## config.mk

```make
export PLATFORM = sky130hd
export DESIGN_NAME = acpr_ctrl
export DESIGN_NICKNAME = d
export VERILOG_FILES = /design/src/acpr_pkg.sv /design/src/acpr_pin_sync.sv /design/src/acpr_ctrl.sv
export SDC_FILE = /design/constraint.sdc
export NUM_CORES = 1
export LEC_CHECK = 0
export BUFFER_PORTS_ARGS = -buffer_cell sky130_fd_sc_hd__buf_2
export CAP_MARGIN = 40
export CORE_MARGIN = 1.5
export CORE_UTILIZATION = 49
export CTS_CLUSTER_SIZE = 40
export DETAILED_ROUTE_END_ITERATION = 12
export GPL_ROUTABILITY_DRIVEN = 0
export HOLD_SLACK_MARGIN = 0.08
export PLACE_DENSITY = 0.76
export SLEW_MARGIN = 20
export SYNTH_ARGS = -nofsm -noshare
export SYNTH_HDL_FRONTEND = slang
export SYNTH_SLANG_ARGS = --single-unit
```

## constraint.sdc

```tcl
create_clock -name clock -period 1.7 [get_ports clock]
set_input_delay 0.085 -clock clock [delete_from_list [all_inputs] [get_ports clock]]
set_output_delay 0.085 -clock clock [all_outputs]
set_load 0.01 [all_outputs]
```

## src/acpr_pkg.sv

```systemverilog
// Purpose: Shared constants and types for the codec link power and reset controller
// Assumes: 50 MHz system clock
// Notes: Register byte address is four times the register index
package acpr_pkg;

	////////////////////////////////////////////////////////////////////////////////
	// Clock and timing
	localparam real CLK_PERIOD_NS = 20.0;
	localparam real COLD_WAIT_US = 162.8;
	localparam real WARM_WAIT_NS = 162.8;
	localparam real BITCLK_HALF_NS = 40.7;
	localparam real PD_MAX_US = 1.0;
	localparam real TEST_OFF_NS = 25.0;
	localparam int COLD_WAIT_CYCLES = int'($ceil(COLD_WAIT_US * 1000.0 / CLK_PERIOD_NS));
	localparam int WARM_WAIT_CYCLES = int'($ceil(WARM_WAIT_NS / CLK_PERIOD_NS));
	localparam int BITCLK_HALF_CYCLES = int'($floor(BITCLK_HALF_NS / CLK_PERIOD_NS));
	localparam int PD_MAX_CYCLES = int'($floor(PD_MAX_US * 1000.0 / CLK_PERIOD_NS));
	localparam int TEST_OFF_CYCLES = int'($floor(TEST_OFF_NS / CLK_PERIOD_NS));

	////////////////////////////////////////////////////////////////////////////////
	// Frame layout
	localparam int FRAME_BITS = 256;
	localparam int TAG_BITS = 16;
	localparam logic [7:0] TAG_LAST_BIT = 8'h0f;
	localparam logic [7:0] SLOT2_LAST_BIT = 8'h37;

	////////////////////////////////////////////////////////////////////////////////
	// Register map
	localparam int ADDR_WIDTH = 10;
	localparam logic [7:0] REG_POWERDOWN_IDX = 8'h26;
	localparam logic [7:0] REG_LINK_STATUS_IDX = 8'h30;
	localparam int PD_LSB = 8;
	localparam int PD_WIDTH = 6;
	localparam int PD_BYTE_LANE = 1;
	localparam logic [5:0] PD_RESET = 6'h00;
	localparam logic [31:0] READ_UNMAPPED = 32'h0000_0000;

	////////////////////////////////////////////////////////////////////////////////
	// Types
	typedef struct packed {
		logic internal_clock_disable;
		logic link_powerdown;
		logic mixer_powerdown_ref_off;
		logic mixer_powerdown_ref_on;
		logic dac_powerdown;
		logic adc_input_mux_powerdown;
	} acpr_pd_type;

	typedef struct packed {
		logic ref_ready;
		logic analog_path_ready;
		logic dac_ready;
		logic adc_ready;
	} acpr_ready_type;

	typedef enum logic [1:0] {
		ACPR_PRIMARY = 2'h0,
		ACPR_SECONDARY1 = 2'h1,
		ACPR_SECONDARY2 = 2'h2,
		ACPR_SECONDARY3 = 2'h3
	} acpr_mode_type;

	typedef enum logic [2:0] {
		ST_RESET = 3'h0,
		ST_COLD_WAIT = 3'h1,
		ST_RUN = 3'h2,
		ST_DOWN = 3'h3,
		ST_WARM_SYNC = 3'h4,
		ST_WARM_WAIT = 3'h5,
		ST_TEST = 3'h6
	} acpr_state_type;

endpackage

```

## src/acpr_pin_sync.sv

```systemverilog
// Purpose: Three-stage pin synchroniser with agreement filter
// Assumes: Pins are asynchronous to clock
// Notes: Level follows only when stages two and three agree
`timescale 1ns/1ps
`default_nettype none
module acpr_pin_sync #(
	parameter int WIDTH = 1
) (
	// System
	input wire logic clock,
	input wire logic rst_n,
	input wire logic clk_en,
	// Pins and filtered levels
	input wire logic [WIDTH-1:0] pins,
	output logic [WIDTH-1:0] level
);

	////////////////////////////////////////////////////////////////////////////////
	genvar i;
	generate
		for (i = 0; i < WIDTH; i++) begin : g_bit
			logic s1;
			logic s2;
			logic s3;
			always_ff @(posedge clock or negedge rst_n) begin
				if (!rst_n) begin
					s1 <= 1'b0;
					s2 <= 1'b0;
					s3 <= 1'b0;
					level[i] <= 1'b0;
				end else if (clk_en) begin
					s1 <= pins[i];
					s2 <= s1;
					s3 <= s2;
					if (s2 == s3) begin
						level[i] <= s3;
					end
				end
			end
		end
	endgenerate

endmodule
`default_nettype wire

```

## src/acpr_ctrl.sv

```systemverilog
// Purpose: Codec-side link power, reset and test-mode control with Avalon-MM registers
// Assumes: Pins pass the three-stage synchroniser; bit clock far below system clock
// Notes: Pin sampling lags the link edges by the synchroniser depth
// Function
// - One primary plus up to three secondaries, each on its own return line.
// - Straps: both high primary, a low sec1, b low sec2, both low sec3.
// - Primary drives the bit clock; a secondary only receives it.
// - Primary waits at least 162.8 us after reset release before clocking.
// - Warm reset: sync pulse while clock stopped; restart 162.8 ns after fall.
// - Bit clock near 12.288 MHz; sync frames at 48 kHz.
// - Serial output data sampled on bit clock falling edge.
// - Sync sampled on bit clock rising edge.
// - Link power-down forces clock and return data low within 1 us of slot 2.
// - Six power-down bits, each shutting down its own section.
// - Registers kept in sleep; warm keeps values, cold restores defaults.
// - Warm or cold reset clears the link power-down bit; a power-down write in the same cycle as the warm clear wins.
// - Data high at reset release: in-circuit test, outputs released.
// - Test-mode outputs released within 25 ns of reset release; here on the fifth clock after the pin rises, about 100 ns.
// - Sync high at reset release enters vendor test mode.
// - Four read-only ready bits in the power-down register low nibble.
`timescale 1ns/1ps
`default_nettype none
module acpr_ctrl #(
	parameter int COLD_CYCLES = acpr_pkg::COLD_WAIT_CYCLES,
	parameter int WARM_CYCLES = acpr_pkg::WARM_WAIT_CYCLES,
	parameter int HALF_CYCLES = acpr_pkg::BITCLK_HALF_CYCLES
) (
	// System
	input wire logic clock,
	input wire logic rst_n,
	input wire logic clk_en,
	// Avalon-MM slave
	input wire logic [acpr_pkg::ADDR_WIDTH-1:0] avs_address,
	input wire logic avs_read,
	input wire logic avs_write,
	input wire logic [31:0] avs_writedata,
	input wire logic [3:0] avs_byteenable,
	output logic [31:0] avs_readdata,
	output logic avs_waitrequest,
	// Link pins
	input wire logic link_reset_n_pin,
	input wire logic sync_pin,
	input wire logic sdata_out_pin,
	input wire logic bit_clk_in,
	output logic bit_clk_out,
	output logic bit_clk_oe,
	output logic sdata_in_out,
	output logic sdata_in_oe,
	// Straps
	input wire logic codec_select_strap_a,
	input wire logic codec_select_strap_b,
	// Section controls and status
	output acpr_pkg::acpr_pd_type powerdown,
	output acpr_pkg::acpr_ready_type ready,
	output acpr_pkg::acpr_mode_type codec_mode,
	output logic ate_mode,
	output logic vendor_mode,
	output logic frame_start
);
	import acpr_pkg::*;

	localparam int WAIT_W = $clog2(COLD_CYCLES + WARM_CYCLES + 1);
	localparam int HALF_W = $clog2(HALF_CYCLES + 1);
	localparam logic [WAIT_W-1:0] COLD_LAST = WAIT_W'(COLD_CYCLES - 1);
	localparam logic [WAIT_W-1:0] WARM_LAST = WAIT_W'(WARM_CYCLES - 1);
	localparam logic [HALF_W-1:0] HALF_LAST = HALF_W'(HALF_CYCLES - 1);

	////////////////////////////////////////////////////////////////////////////////
	// Pin synchronisers
	logic reset_lvl;
	logic sync_lvl;
	logic sdata_lvl;
	logic bclk_lvl;
	logic strap_a_lvl;
	logic strap_b_lvl;

	acpr_pin_sync #(.WIDTH(6)) u_sync (
		.clock(clock),
		.rst_n(rst_n),
		.clk_en(clk_en),
		.pins({codec_select_strap_b, codec_select_strap_a, bit_clk_in, sdata_out_pin,
			sync_pin, link_reset_n_pin}),
		.level({strap_b_lvl, strap_a_lvl, bclk_lvl, sdata_lvl, sync_lvl, reset_lvl})
	);

	acpr_state_type state;
	logic reset_prev;
	logic bclk_prev;
	logic sync_q;
	logic [WAIT_W-1:0] wait_cnt;
	logic [HALF_W-1:0] half_cnt;
	logic [7:0] bit_cnt;
	logic [TAG_BITS-1:0] tag_shift;
	logic rst_rise;
	logic is_primary;
	logic gen_tick;
	logic bclk_rise;
	logic bclk_fall;
	logic ate_next;
	logic bus_take;
	logic [7:0] reg_idx;

	// Release seen after filtering, so catches come a few cycles late
	assign rst_rise = reset_lvl && !reset_prev;
	assign is_primary = (codec_mode == ACPR_PRIMARY);
	assign gen_tick = (state == ST_RUN) && is_primary && (half_cnt == HALF_LAST);
	assign bclk_rise = (state == ST_RUN) &&
		(is_primary ? (gen_tick && !bit_clk_out) : (bclk_lvl && !bclk_prev));
	assign bclk_fall = (state == ST_RUN) &&
		(is_primary ? (gen_tick && bit_clk_out) : (!bclk_lvl && bclk_prev));
	assign ate_next = rst_rise ? sdata_lvl : ate_mode;
	assign bus_take = (avs_read || avs_write) && !avs_waitrequest;
	assign reg_idx = avs_address[ADDR_WIDTH-1:2];

	////////////////////////////////////////////////////////////////////////////////
	// Strap and test-mode capture at reset release
	always_ff @(posedge clock or negedge rst_n) begin
		if (!rst_n) begin
			reset_prev <= 1'b0;
			codec_mode <= ACPR_PRIMARY;
			ate_mode <= 1'b0;
			vendor_mode <= 1'b0;
		end else if (clk_en) begin
			reset_prev <= reset_lvl;
			if (rst_rise) begin
				codec_mode <= acpr_mode_type'({!strap_b_lvl, !strap_a_lvl});
				ate_mode <= sdata_lvl;
				vendor_mode <= sync_lvl;
			end else if (!reset_lvl) begin
				ate_mode <= 1'b0;
				vendor_mode <= 1'b0;
			end
		end
	end

	////////////////////////////////////////////////////////////////////////////////
	// Link state machine
	always_ff @(posedge clock or negedge rst_n) begin
		if (!rst_n) begin
			state <= ST_RESET;
		end else if (clk_en) begin
			if (!reset_lvl) begin
				state <= ST_RESET;
			end else begin
				case (state)
					ST_RESET: begin
						if (rst_rise) begin
							state <= (sdata_lvl || sync_lvl) ? ST_TEST : ST_COLD_WAIT;
						end
					end
					ST_COLD_WAIT: begin
						if (wait_cnt == COLD_LAST) begin
							state <= ST_RUN;
						end
					end
					ST_RUN: begin
						if (powerdown.link_powerdown && bclk_fall && bit_cnt == SLOT2_LAST_BIT) begin
							state <= ST_DOWN;
						end
					end
					ST_DOWN: begin
						if (sync_lvl) begin
							state <= ST_WARM_SYNC;
						end
					end
					ST_WARM_SYNC: begin
						if (!sync_lvl) begin
							state <= ST_WARM_WAIT;
						end
					end
					ST_WARM_WAIT: begin
						if (wait_cnt == WARM_LAST) begin
							state <= ST_RUN;
						end
					end
					ST_TEST: begin
						state <= ST_TEST;
					end
					default: begin
						state <= ST_RESET;
					end
				endcase
			end
		end
	end

	always_ff @(posedge clock or negedge rst_n) begin
		if (!rst_n) begin
			wait_cnt <= '0;
		end else if (clk_en) begin
			if (state == ST_COLD_WAIT || state == ST_WARM_WAIT) begin
				wait_cnt <= wait_cnt + 1'b1;
			end else begin
				wait_cnt <= '0;
			end
		end
	end

	////////////////////////////////////////////////////////////////////////////////
	// Bit clock generation and pin drive
	always_ff @(posedge clock or negedge rst_n) begin
		if (!rst_n) begin
			half_cnt <= '0;
			bit_clk_out <= 1'b0;
			bit_clk_oe <= 1'b0;
			sdata_in_out <= 1'b0;
			sdata_in_oe <= 1'b0;
		end else if (clk_en) begin
			if (state != ST_RUN || gen_tick) begin
				half_cnt <= '0;
			end else begin
				half_cnt <= half_cnt + 1'b1;
			end
			// Clock held low whenever the link is not running
			if (state != ST_RUN || (bclk_fall && powerdown.link_powerdown &&
				bit_cnt == SLOT2_LAST_BIT)) begin
				bit_clk_out <= 1'b0;
			end else if (gen_tick) begin
				bit_clk_out <= !bit_clk_out;
			end
			// Only slot control lives here; return data stays low
			sdata_in_out <= 1'b0;
			// Strap decode lands in codec_mode on this same edge, so decode it here too
			bit_clk_oe <= (rst_rise ?
				(acpr_mode_type'({!strap_b_lvl, !strap_a_lvl}) == ACPR_PRIMARY) :
				is_primary) && !ate_next;
			sdata_in_oe <= !ate_next;
		end
	end

	////////////////////////////////////////////////////////////////////////////////
	// Frame tracking and serial sampling
	always_ff @(posedge clock or negedge rst_n) begin
		if (!rst_n) begin
			bclk_prev <= 1'b0;
			sync_q <= 1'b0;
			bit_cnt <= '0;
			frame_start <= 1'b0;
			tag_shift <= '0;
		end else if (clk_en) begin
			bclk_prev <= bclk_lvl;
			frame_start <= 1'b0;
			if (bclk_rise) begin
				sync_q <= sync_lvl;
				if (sync_lvl && !sync_q) begin
					bit_cnt <= '0;
					frame_start <= 1'b1;
				end else begin
					bit_cnt <= bit_cnt + 1'b1;
				end
			end
			if (bclk_fall && bit_cnt <= TAG_LAST_BIT) begin
				tag_shift <= {tag_shift[TAG_BITS-2:0], sdata_lvl};
			end
		end
	end

	////////////////////////////////////////////////////////////////////////////////
	// Power-down register and ready status
	always_ff @(posedge clock or negedge rst_n) begin
		if (!rst_n) begin
			powerdown <= acpr_pd_type'(PD_RESET);
		end else if (clk_en) begin
			if (!reset_lvl) begin
				powerdown <= acpr_pd_type'(PD_RESET);
			end else if (bus_take && avs_write && reg_idx == REG_POWERDOWN_IDX &&
				avs_byteenable[PD_BYTE_LANE]) begin
				powerdown <= acpr_pd_type'(avs_writedata[PD_LSB +: PD_WIDTH]);
			end else if (state == ST_WARM_SYNC && !sync_lvl) begin
				powerdown.link_powerdown <= 1'b0;
			end
		end
	end

	always_ff @(posedge clock or negedge rst_n) begin
		if (!rst_n) begin
			ready <= '0;
		end else if (clk_en) begin
			ready.ref_ready <= !powerdown.mixer_powerdown_ref_off;
			ready.analog_path_ready <= !powerdown.mixer_powerdown_ref_on &&
				!powerdown.mixer_powerdown_ref_off;
			ready.dac_ready <= !powerdown.dac_powerdown && !powerdown.mixer_powerdown_ref_off;
			ready.adc_ready <= !powerdown.adc_input_mux_powerdown &&
				!powerdown.mixer_powerdown_ref_off;
		end
	end

	////////////////////////////////////////////////////////////////////////////////
	// Avalon-MM slave: one wait cycle, then answer
	always_ff @(posedge clock or negedge rst_n) begin
		if (!rst_n) begin
			avs_waitrequest <= 1'b1;
			avs_readdata <= READ_UNMAPPED;
		end else if (clk_en) begin
			avs_waitrequest <= !((avs_read || avs_write) && avs_waitrequest);
			if (avs_read && avs_waitrequest) begin
				case (reg_idx)
					REG_POWERDOWN_IDX: begin
						avs_readdata <= {16'h0000, 2'b00, powerdown, 4'h0, ready};
					end
					REG_LINK_STATUS_IDX: begin
						avs_readdata <= {tag_shift, bit_cnt, 1'b0, state, vendor_mode, ate_mode,
							codec_mode};
					end
					default: begin
						avs_readdata <= READ_UNMAPPED;
					end
				endcase
			end
		end
	end

	////////////////////////////////////////////////////////////////////////////////
	// Checks
	localparam int PD_BOUND = PD_MAX_CYCLES;
	// Time since the release event, kept apart from the state machine's own counter
	logic [WAIT_W-1:0] chk_wait;
	always_ff @(posedge clock or negedge rst_n) begin
		if (!rst_n) begin
			chk_wait <= '0;
		end else if (clk_en) begin
			if (rst_rise || (state == ST_WARM_SYNC && !sync_lvl)) begin
				chk_wait <= '0;
			end else if (chk_wait != '1) begin
				chk_wait <= chk_wait + 1'b1;
			end
		end
	end
endmodule
`default_nettype wire

```

; ---- Word-level counts from Yosys, hierarchy flattened
; Index checks and enable logic that the tools add are counted.
[word_totals]
out_inout_bits = 52
ff_bits = 120
[classes]
muxes = 29
eq_ne = 28
n_addsub = 3
n_reduce_logical = 63
order_cmp = 1
[op_table]
columns = op, n
row1 = 32-bit case mux with 2 select lines, 1
row2 = 2-bit AND reduction, 14
row3 = 8-bit by 6-bit == test with 1-bit output (second input constant), 3
row4 = 1-bit logical AND, 24
row5 = 3-bit two-way mux, 8
row6 = 3-bit case mux with 7 select lines, 1
row7 = 3-bit != test (second input constant), 6
row8 = 1-bit zero test, 15
row9 = 1-bit two-way mux, 14
row10 = 13-bit by 1-bit adder with 13-bit output (second input constant), 1
row11 = 13-bit == test (second input constant), 1
row12 = 13-bit by 4-bit == test with 1-bit output (second input constant), 1
row13 = 13-bit two-way mux, 1
row14 = 3-bit == test (second input constant), 3
row15 = 8-bit by 1-bit adder with 8-bit output (second input constant), 1
row16 = 8-bit by 4-bit less-or-equal comparator with 1-bit output (second input constant), 1
row17 = 8-bit two-way mux, 1
row18 = 7-bit AND reduction, 1
row19 = 1-bit == test, 6
row20 = 3-bit by 2-bit == test with 1-bit output (second input constant), 2
row21 = 6-bit two-way mux, 1
row22 = 3-bit by 2-bit != test with 1-bit output (second input constant), 2
row23 = 1-bit logical OR, 5
row24 = 2-bit zero test, 2
row25 = 8 further kinds, 9

; ---- Depth between registers and ports, before layout
; Gate-level depths: netlist of the first run.
[depth]
word_depth = 11
ltp_mapped = 7
ltp_nobuf = 6

; ---- Cells and area by module
; Synthesis of the first run repeated with hierarchy kept, for this count alone.
[unflattened]
hier_cells = 462
area_unflattened_um2 = 5290.1
[modules_own_cells]
columns = module, area_each_um2, instances, cells_each, seq_area_each_um2
row1 = acpr_ctrl, 4322.9, 1, 389, 2378.5
row2 = acpr_pin_sync, 967.2, 1, 73, 600.6

; ---- Least setup slack after synthesis of the first run
; OpenSTA, ideal clock, no wires.
[synth_timing]
path_type = reg2reg
from = register half_cnt[1]
to = register sync_q
path_slack_ns = -0.105
t_required_ns = 1.572
setup_ns = 0.128
stages_incl_launch_ff = 7
t_arrival_ns = 1.678
period_less_slack_ns = 1.805
n_path_buf = 0
cell_sequence = dfrtp_1 inv_1 ha_1 or4b_1 o21a_1 nor2_1 mux2_1
[synth_via]
elab_chain_cells = 6
[synth_lines]
columns = item, line_no
row1 = from (decl), acpr_ctrl.sv:91  ; logic [HALF_W-1:0] half_cnt;
row2 = from (signal assigned), acpr_ctrl.sv:212  ; half_cnt <= half_cnt + 1'b1;
row3 = 2-bit by 1-bit == test with 1-bit output, acpr_ctrl.sv:106  ; assign gen_tick = (state == ST_RUN) && is_primary && (half_cnt == HALF_LAST);
row4 = 1-bit logical AND, acpr_ctrl.sv:106
row5 = 1-bit logical AND, acpr_ctrl.sv:108  ; (is_primary ? (gen_tick && !bit_clk_out) : (bclk_lvl && !bclk_prev));
row6 = 1-bit two-way mux, acpr_ctrl.sv:108
row7 = 1-bit logical AND, acpr_ctrl.sv:107  ; assign bclk_rise = (state == ST_RUN) &&
row8 = 2-bit AND reduction (no source line), -
row9 = to (signal assigned), acpr_ctrl.sv:244  ; sync_q <= sync_lvl;
row10 = to (decl), acpr_ctrl.sv:89  ; logic sync_q;
; Every way passes these cells.
; A chain may end at the register's enable or synchronous reset.

; ---- Worst setup path after layout of the first run
; Same ends and word-level chain as after synthesis.

==> results.py, run 1 <==
metrics = {
    "global_route": {
        "gr-total-overflow": 0,
        "antenna_found_initial": 0,
        "grt_max_degree": 42,
        "grt_pass1_wl_mm": 20.6,
        "grt_pass1_vias": 4242,
        "track_usage_pct": 23.2,
    },
    "die": {
        "start_util_pct": 51.0,
        "ios": 109,
        "die_h_um": 107,
        "die_w_um": 107,
        "core_mm2": 0.0105,
        "rows": 37,
        "die-area_mm2": 0.0115,
    },
    "drt": {
        "drc_errors": 0,
        "drtPass1Iterations": 5,
        "via_per_inst": 5.69,
        "wl_mm": 12.6,
        "wl_per_cell_um": 16.8,
        "detail-route-antenna-nets": 0,
        "vias": 4283,
        "drtIter0Drc": 356,
    },
    "layout": {
        "design.final.nets": 666,
        "nFillCells": 759,
        "multi_input_area_mm2": 0.00227,
        "final_common_cell": "dfrtp_1",
        "drive_above_1_share_pct": 33.4,
        "regArea_mm2": 0.00298,
        "num_antenna_cells": 0,
        "areaGrowthSynthToFinish_pct": 31.1,
        "layout_common_cells": "118 x dfrtp_1, 74 x buf_2, 44 x buf_4",
    },
    "cts": {
        "clockRootBuffer": "clkbuf_8",
        "clk_pin_slew_worst_paths_ns": 0.06,
        "cts_sinks": 119,
        "htree_levels": 4,
        "cts_tree": "built",
        "clock_latency_ns": 0.52,
        "cts-buffers-inserted": 17,
        "clock_path_buffers": 2,
    },
    "yosys": {
        "yosysUniqueCellTypes": 66,
        "synth.avg_cell_area_um2": 11.2,
        "ys.flop_type": "dfrtp_1",
        "synth_warnings": 0,
        "ys_seq_area_share_pct": 55.8,
        "netlist.area_leader.share_pct": 55.3,
        "synthArstFlopShare_pct": 100,
        "synthTopCellsByArea": "dfrtp_1 55%, a22o_1 4.8%, mux2_2 3.6%",
        "netlist_area_mm2": 0.00534,
        "yosys.area.top_type": "dfrtp_1",
        "synth_enable_flop_cells": 0,
        "synth_cells": 475,
        "ys_ff_latch": 119,
    },
    "timing": {
        "setup_viol": 7,
        "period_share_pct": 106,
        "finalHoldViolCount": 0,
        "hold_slack_ns": 0.125,
        "finalMaxSlewViolations": 0,
        "fin_ws_ns": -0.0943,
        "fmax_mhz": 557,
        "clock_skew_ns": 0.0126,
        "min_period_ns": 1.79,
        "rsz0062_at_grt": "true",
    },
    "critical_path": {
        "end_kind": "flop",
        "cp_num_buf_inv": 1,
        "start_kind": "flop",
        "crit_path_top_delay_cell": "or4b_4",
        "crit_chain": "inv_2 > ha_4 > or4b_4 > o21a_4 > nor2_4 > mux2_4",
        "cp_slowest_stage_delay_ns": 0.48,
        "cp.required_ns": 2.10,
        "critical_path_class": "reg2reg",
        "cp_max_fo": 8,
        "cp_top_family": "simple AND/OR/NAND/NOR gates",
        "crit_arrival_ns": 2.20,
    },
    "run_status": {
        "failed_checks": "setup timing",
        "outcome": "complete, but fails checks",
    },
    "placed_design": {
        "io_buffers": 75,
        "hpwl_mm": 8.24,
    },
    "power": {
        "ir_drop_uv": 805,
        "p_total_uw": 8820,
        "power_density_mw_per_mm2": 1260,
        "p_leak_uw": 0.00330,
    },
    "run": {
        "maxCapViolCount": 0,
    },
    "worst_hold_path": {
        "hold_path.class": "in2async",
    },
}
## layout make-up
cell class,instances,share of cell area [%]
timing repair buffer,139,13.7
multi-input combinational,310,32.5
clock inverter,11,1.47
tap,136,2.43
inverter,18,0.965
clock buffer,20,6.36
sequential,119,42.6
## report_power, final
group	internal, µW	switching [µW]	leakage [µW]
logic	957	1130	0.00147
clock network	2000	1270	0.000263
registers	3150	313	0.00157
total	6110	2710	0.00330
## cells by family after synthesis
group	share of synthesized area, %
buffers and inverters	3.59
and+or+nand+nor	13.4
adders and majority gates	0.938
muxes	6.70
DFF	55.8
AOI/OAI and AO/OA	18.7
xor gates and xnor gates	0.821
other	0.0703
## state kept, by name, indices dropped and copies added (netlist names), 3 cells and up
signal / flops
avs_readdata: 31
tag_shift: 16
wait_cnt: 13
bit_cnt: 8
powerdown: 6
u_sync.g_bit.s1: 6
u_sync.g_bit.s2: 6
u_sync.g_bit.s3: 6
u_sync.level: 6
ready: 4
state: 3
## synthesized netlist by cell type (3+ instances only)
| cell | count |
|---|---|
| inv_1 | 17 |
| and3_1 | 4 |
| a21oi_1 | 14 |
| a22oi_1 | 14 |
| clkbuf_1 | 20 |
| mux2_1 | 13 |
| o21ai_1 | 19 |
| nand2_1 | 37 |
| nand2b_1 | 7 |
| o31ai_1 | 14 |
| a22o_1 | 29 |
| xnor2_1 | 3 |
| mux2_2 | 17 |
| o22ai_1 | 3 |
| buf_2 | 6 |
| o21ai_0 | 29 |
| a31oi_1 | 4 |
| ha_1 | 4 |
| nor3b_1 | 4 |
| o21a_1 | 3 |
| nand4_1 | 7 |
| nand3_1 | 9 |
| nor2_1 | 18 |
| and2_1 | 3 |
| nor3_1 | 4 |
| dfrtp_1 | 118 |
## per-stage QoR
step	utilization [%]	instance area [µm²]	worst slack, ns	setup TNS (ns)	cells
after floorplan	-	5360	-0.00330	-0.00330	476
after global placement	58.6	6130	-0.0481	-0.199	699
after CTS	66.1	6910	-0.0857	-0.330	749
final	66.9	7000	-0.0943	-0.332	753
after global routing	66.9	7000	-0.161	-1.05	753
after detailed placement	58.6	6130	-0.0940	-1.57	699
## timing repair
action,4_1_cts,5_1_grt
hold buffers,17,0
setup endpoints to repair,25,32
pin swaps,2,5
buffers inserted,2,4
hold endpoints to repair,136,0
gates resized for setup,6,13
## metal layers
layer | vias to the layer above | track usage [%] | part of all wire, %
li1 | 2007 | - | -
met1 | 2118 | 29.2 | 43
met2 | 140 | 37.9 | 50
met3 | 18 | 6.17 | 5.2
met4 | 0 | 9.59 | 1.8
met5 | - | 0 | 0
## worst register-to-register path: stages (launching register included)
cell and delay, ns:
dfrtp_1 0.38, inv_2 0.07, ha_4 0.13, or4b_4 0.48, o21a_4 0.19, nor2_4 0.13
mux2_4 0.31
## worst paths after layout
| path | start | endpoint | slack [ns] | cells past startpoint |
|---|---|---|---|---|
| max | half_cnt[1] | sync_q | -0.09 | 6 |
| min | rst_n | state[0] | 0.12 | 3 |
| max reg2reg | half_cnt[1] | sync_q | -0.09 | 6 |
| min reg2reg | avs_readdata[10] | avs_readdata[10] | 0.48 | 2 |
| max in group asynchronous | rst_n | avs_waitrequest | 1.29 | 3 |
| min in group clock | avs_address[2] | avs_readdata[9] | 0.15 | 5 |
(Power assumes the default switching activity.)
==> inputs of run 2 (changes only) <==
CORE_MARGIN = default   (was 1.5)
==> run 2 against run 1 <==
Against the previous run: sequential share of layout area down 1.4 points; the run still ends with setup timing left; clock skew down 0.0026 ns; sequential power about the same; non-clock buffer count up 8; die area down 1.9%; critical endpoint is now bit_cnt[6].
==> results.py, run 2 (synthesis gave the netlist of run 1 again) <==
metrics = {
    "timing": {
        "setup_tns_ns": -0.887,
        "clock_skew_ns": 0.00996,
        "fin_ws_ns": -0.161,
        "period_share_pct": 109,
        "setup_viol": 10,
        "hold_slack_ns": 0.157,
        "finalMaxSlewViolations": 0,
        "fmax_mhz": 537,
        "finalHoldViolCount": 0,
        "rsz0062_at_grt": "true",
        "min_period_ns": 1.86,
    },
    "run_status": {
        "failed_checks": "setup timing",
        "outcome": "complete, but fails checks",
    },
    "cts": {
        "cts_tree": "built",
        "cts-buffers-inserted": 17,
        "clock_latency_ns": 0.52,
        "cts_sinks": 119,
        "clk_pin_slew_worst_paths_ns": 0.06,
        "clock_path_buffers": 2,
        "htree_levels": 4,
        "clockRootBuffer": "clkbuf_8",
    },
    "die": {
        "start_util_pct": 51.0,
        "ios": 109,
        "die_w_um": 106,
        "die-area_mm2": 0.0113,
        "core_mm2": 0.0105,
        "die_h_um": 106,
        "rows": 37,
    },
    "global_route": {
        "grt_pass1_wl_mm": 21.1,
        "track_usage_pct": 24.1,
        "antenna_found_initial": 0,
        "grt_pass1_vias": 4251,
        "grt_max_degree": 49,
        "gr-total-overflow": 0,
    },
    "layout": {
        "areaGrowthSynthToFinish_pct": 35.7,
        "drive_above_1_share_pct": 35.9,
        "largest_reg_flops": 31,
        "final_common_cell": "dfrtp_1",
        "num_antenna_cells": 0,
        "top_register": "avs_readdata",
        "top_regs": "avs_readdata (31), tag_shift (16), wait_cnt (13)",
        "design.final.nets": 674,
        "layout_common_cells": "118 x dfrtp_1, 74 x buf_2, 45 x buf_4",
    },
    "drt": {
        "drc_errors": 0,
        "via_per_inst": 5.74,
        "drtPass1Iterations": 4,
        "wl_mm": 13.3,
        "drtIter0Drc": 317,
        "detail-route-antenna-nets": 0,
        "wl_per_cell_um": 17.5,
        "vias": 4373,
    },
    "worst_hold_path": {
        "hold_path.class": "in2reg",
    },
    "placed_design": {
        "io_buffers": 75,
        "hpwl_mm": 8.16,
    },
    "run": {
        "maxCapViolCount": 0,
    },
    "critical_path": {
        "cp_max_fo": 8,
        "end_kind": "flop",
        "start_kind": "flop",
        "critical_path_class": "reg2reg",
        "cp.required_ns": 2.09,
        "crit_arrival_ns": 2.25,
    },
    "power": {
        "p_leak_uw": 0.00340,
        "power_density_mw_per_mm2": 1300,
        "ir_drop_uv": 738,
    },
}
-- run 2: cell types whose count changed in the layout (fill, tap and decap cells not counted), moves of 2 or more --
cell        delta
o31ai_1        -5
clkinvlp_4     +2
mux2_4         +7
clkinv_4       -4
buf_12         +2
buf_6          +4
o31ai_2        +2
bufinv_16      +2
o31ai_4        +3
mux2_1         -6
-- run 2: final cells by class --
type,count,area (µm²)
Fill cell,715,3220
Sequential cell,119,2980
Timing Repair Buffer,147,1060
Multi-Input combinational cell,310,2380
Inverter,18,67.6
Clock buffer,20,435
Clock inverter,12,151
Tap cell,136,170
-- run 2: repair_timing --
action,CTS,global route
gates resized for setup,13,30
setup buffers,4,6
hold buffers,18,0
setup endpoints to repair,27,31
endpoints found under the hold margin,132,0
pin swaps,4,13
-- run 2: power by group --
| group | total, µW | internal (µW) | switching (µW) |
|---|---|---|---|
| clock | 3540 | 2260 | 1270 |
| sequential | 3470 | 3150 | 328 |
| combinational | 2400 | 1110 | 1290 |
| total | 9410 | 6520 | 2890 |
-- run 2: final timing paths --
| path | end | cells past startpoint | slack, ns | startpoint |
|---|---|---|---|---|
| setup reg to reg | bit_cnt[6] | 7 | -0.16 | half_cnt[1] |
| setup / recovery | bit_cnt[6] | 7 | -0.16 | half_cnt[1] |
| hold / removal | avs_readdata[13] | 5 | 0.16 | avs_address[2] |
| max in group asynchronous | avs_waitrequest | 4 | 0.72 | rst_n |
| min in group asynchronous | u_sync.g_bit[0].s3 | 3 | 0.50 | rst_n |
| hold reg to reg | avs_readdata[13] | 2 | 0.48 | avs_readdata[13] |
-- run 2: metrics by stage --
stage          util [%]  area [µm²]  cells  worst slack (ns)  power, µW
6_report           69.2        7240    762            -0.161       9410
5_1_grt            69.2        7240    762            -0.222       9840
4_1_cts            67.3        7050    756           -0.0809       9060
3_5_place_dp       58.9        6170    702            -0.157       5360
3_3_place_gp       58.9        6170    702           -0.0664       5270
2_1_floorplan         -        5360    476          -0.00330       4620
-- run 2: per-layer routing --
layer	share of wire [%]	global-route usage, %	up-vias
met4	1.5	9.42	0
met3	5.1	4.84	24
met1	42	31.6	2176
li1	-	-	2023
met2	51	39.3	150
met5	0	0	-
-- run 2: critical path, stage by stage (launching register included) --
cell and delay (ns):
dfrtp_1 0.38, inv_2 0.08, ha_4 0.14, or4b_4 0.48, o21a_4 0.20, buf_12 0.14, o31ai_4 0.22, o31ai_2 0.11
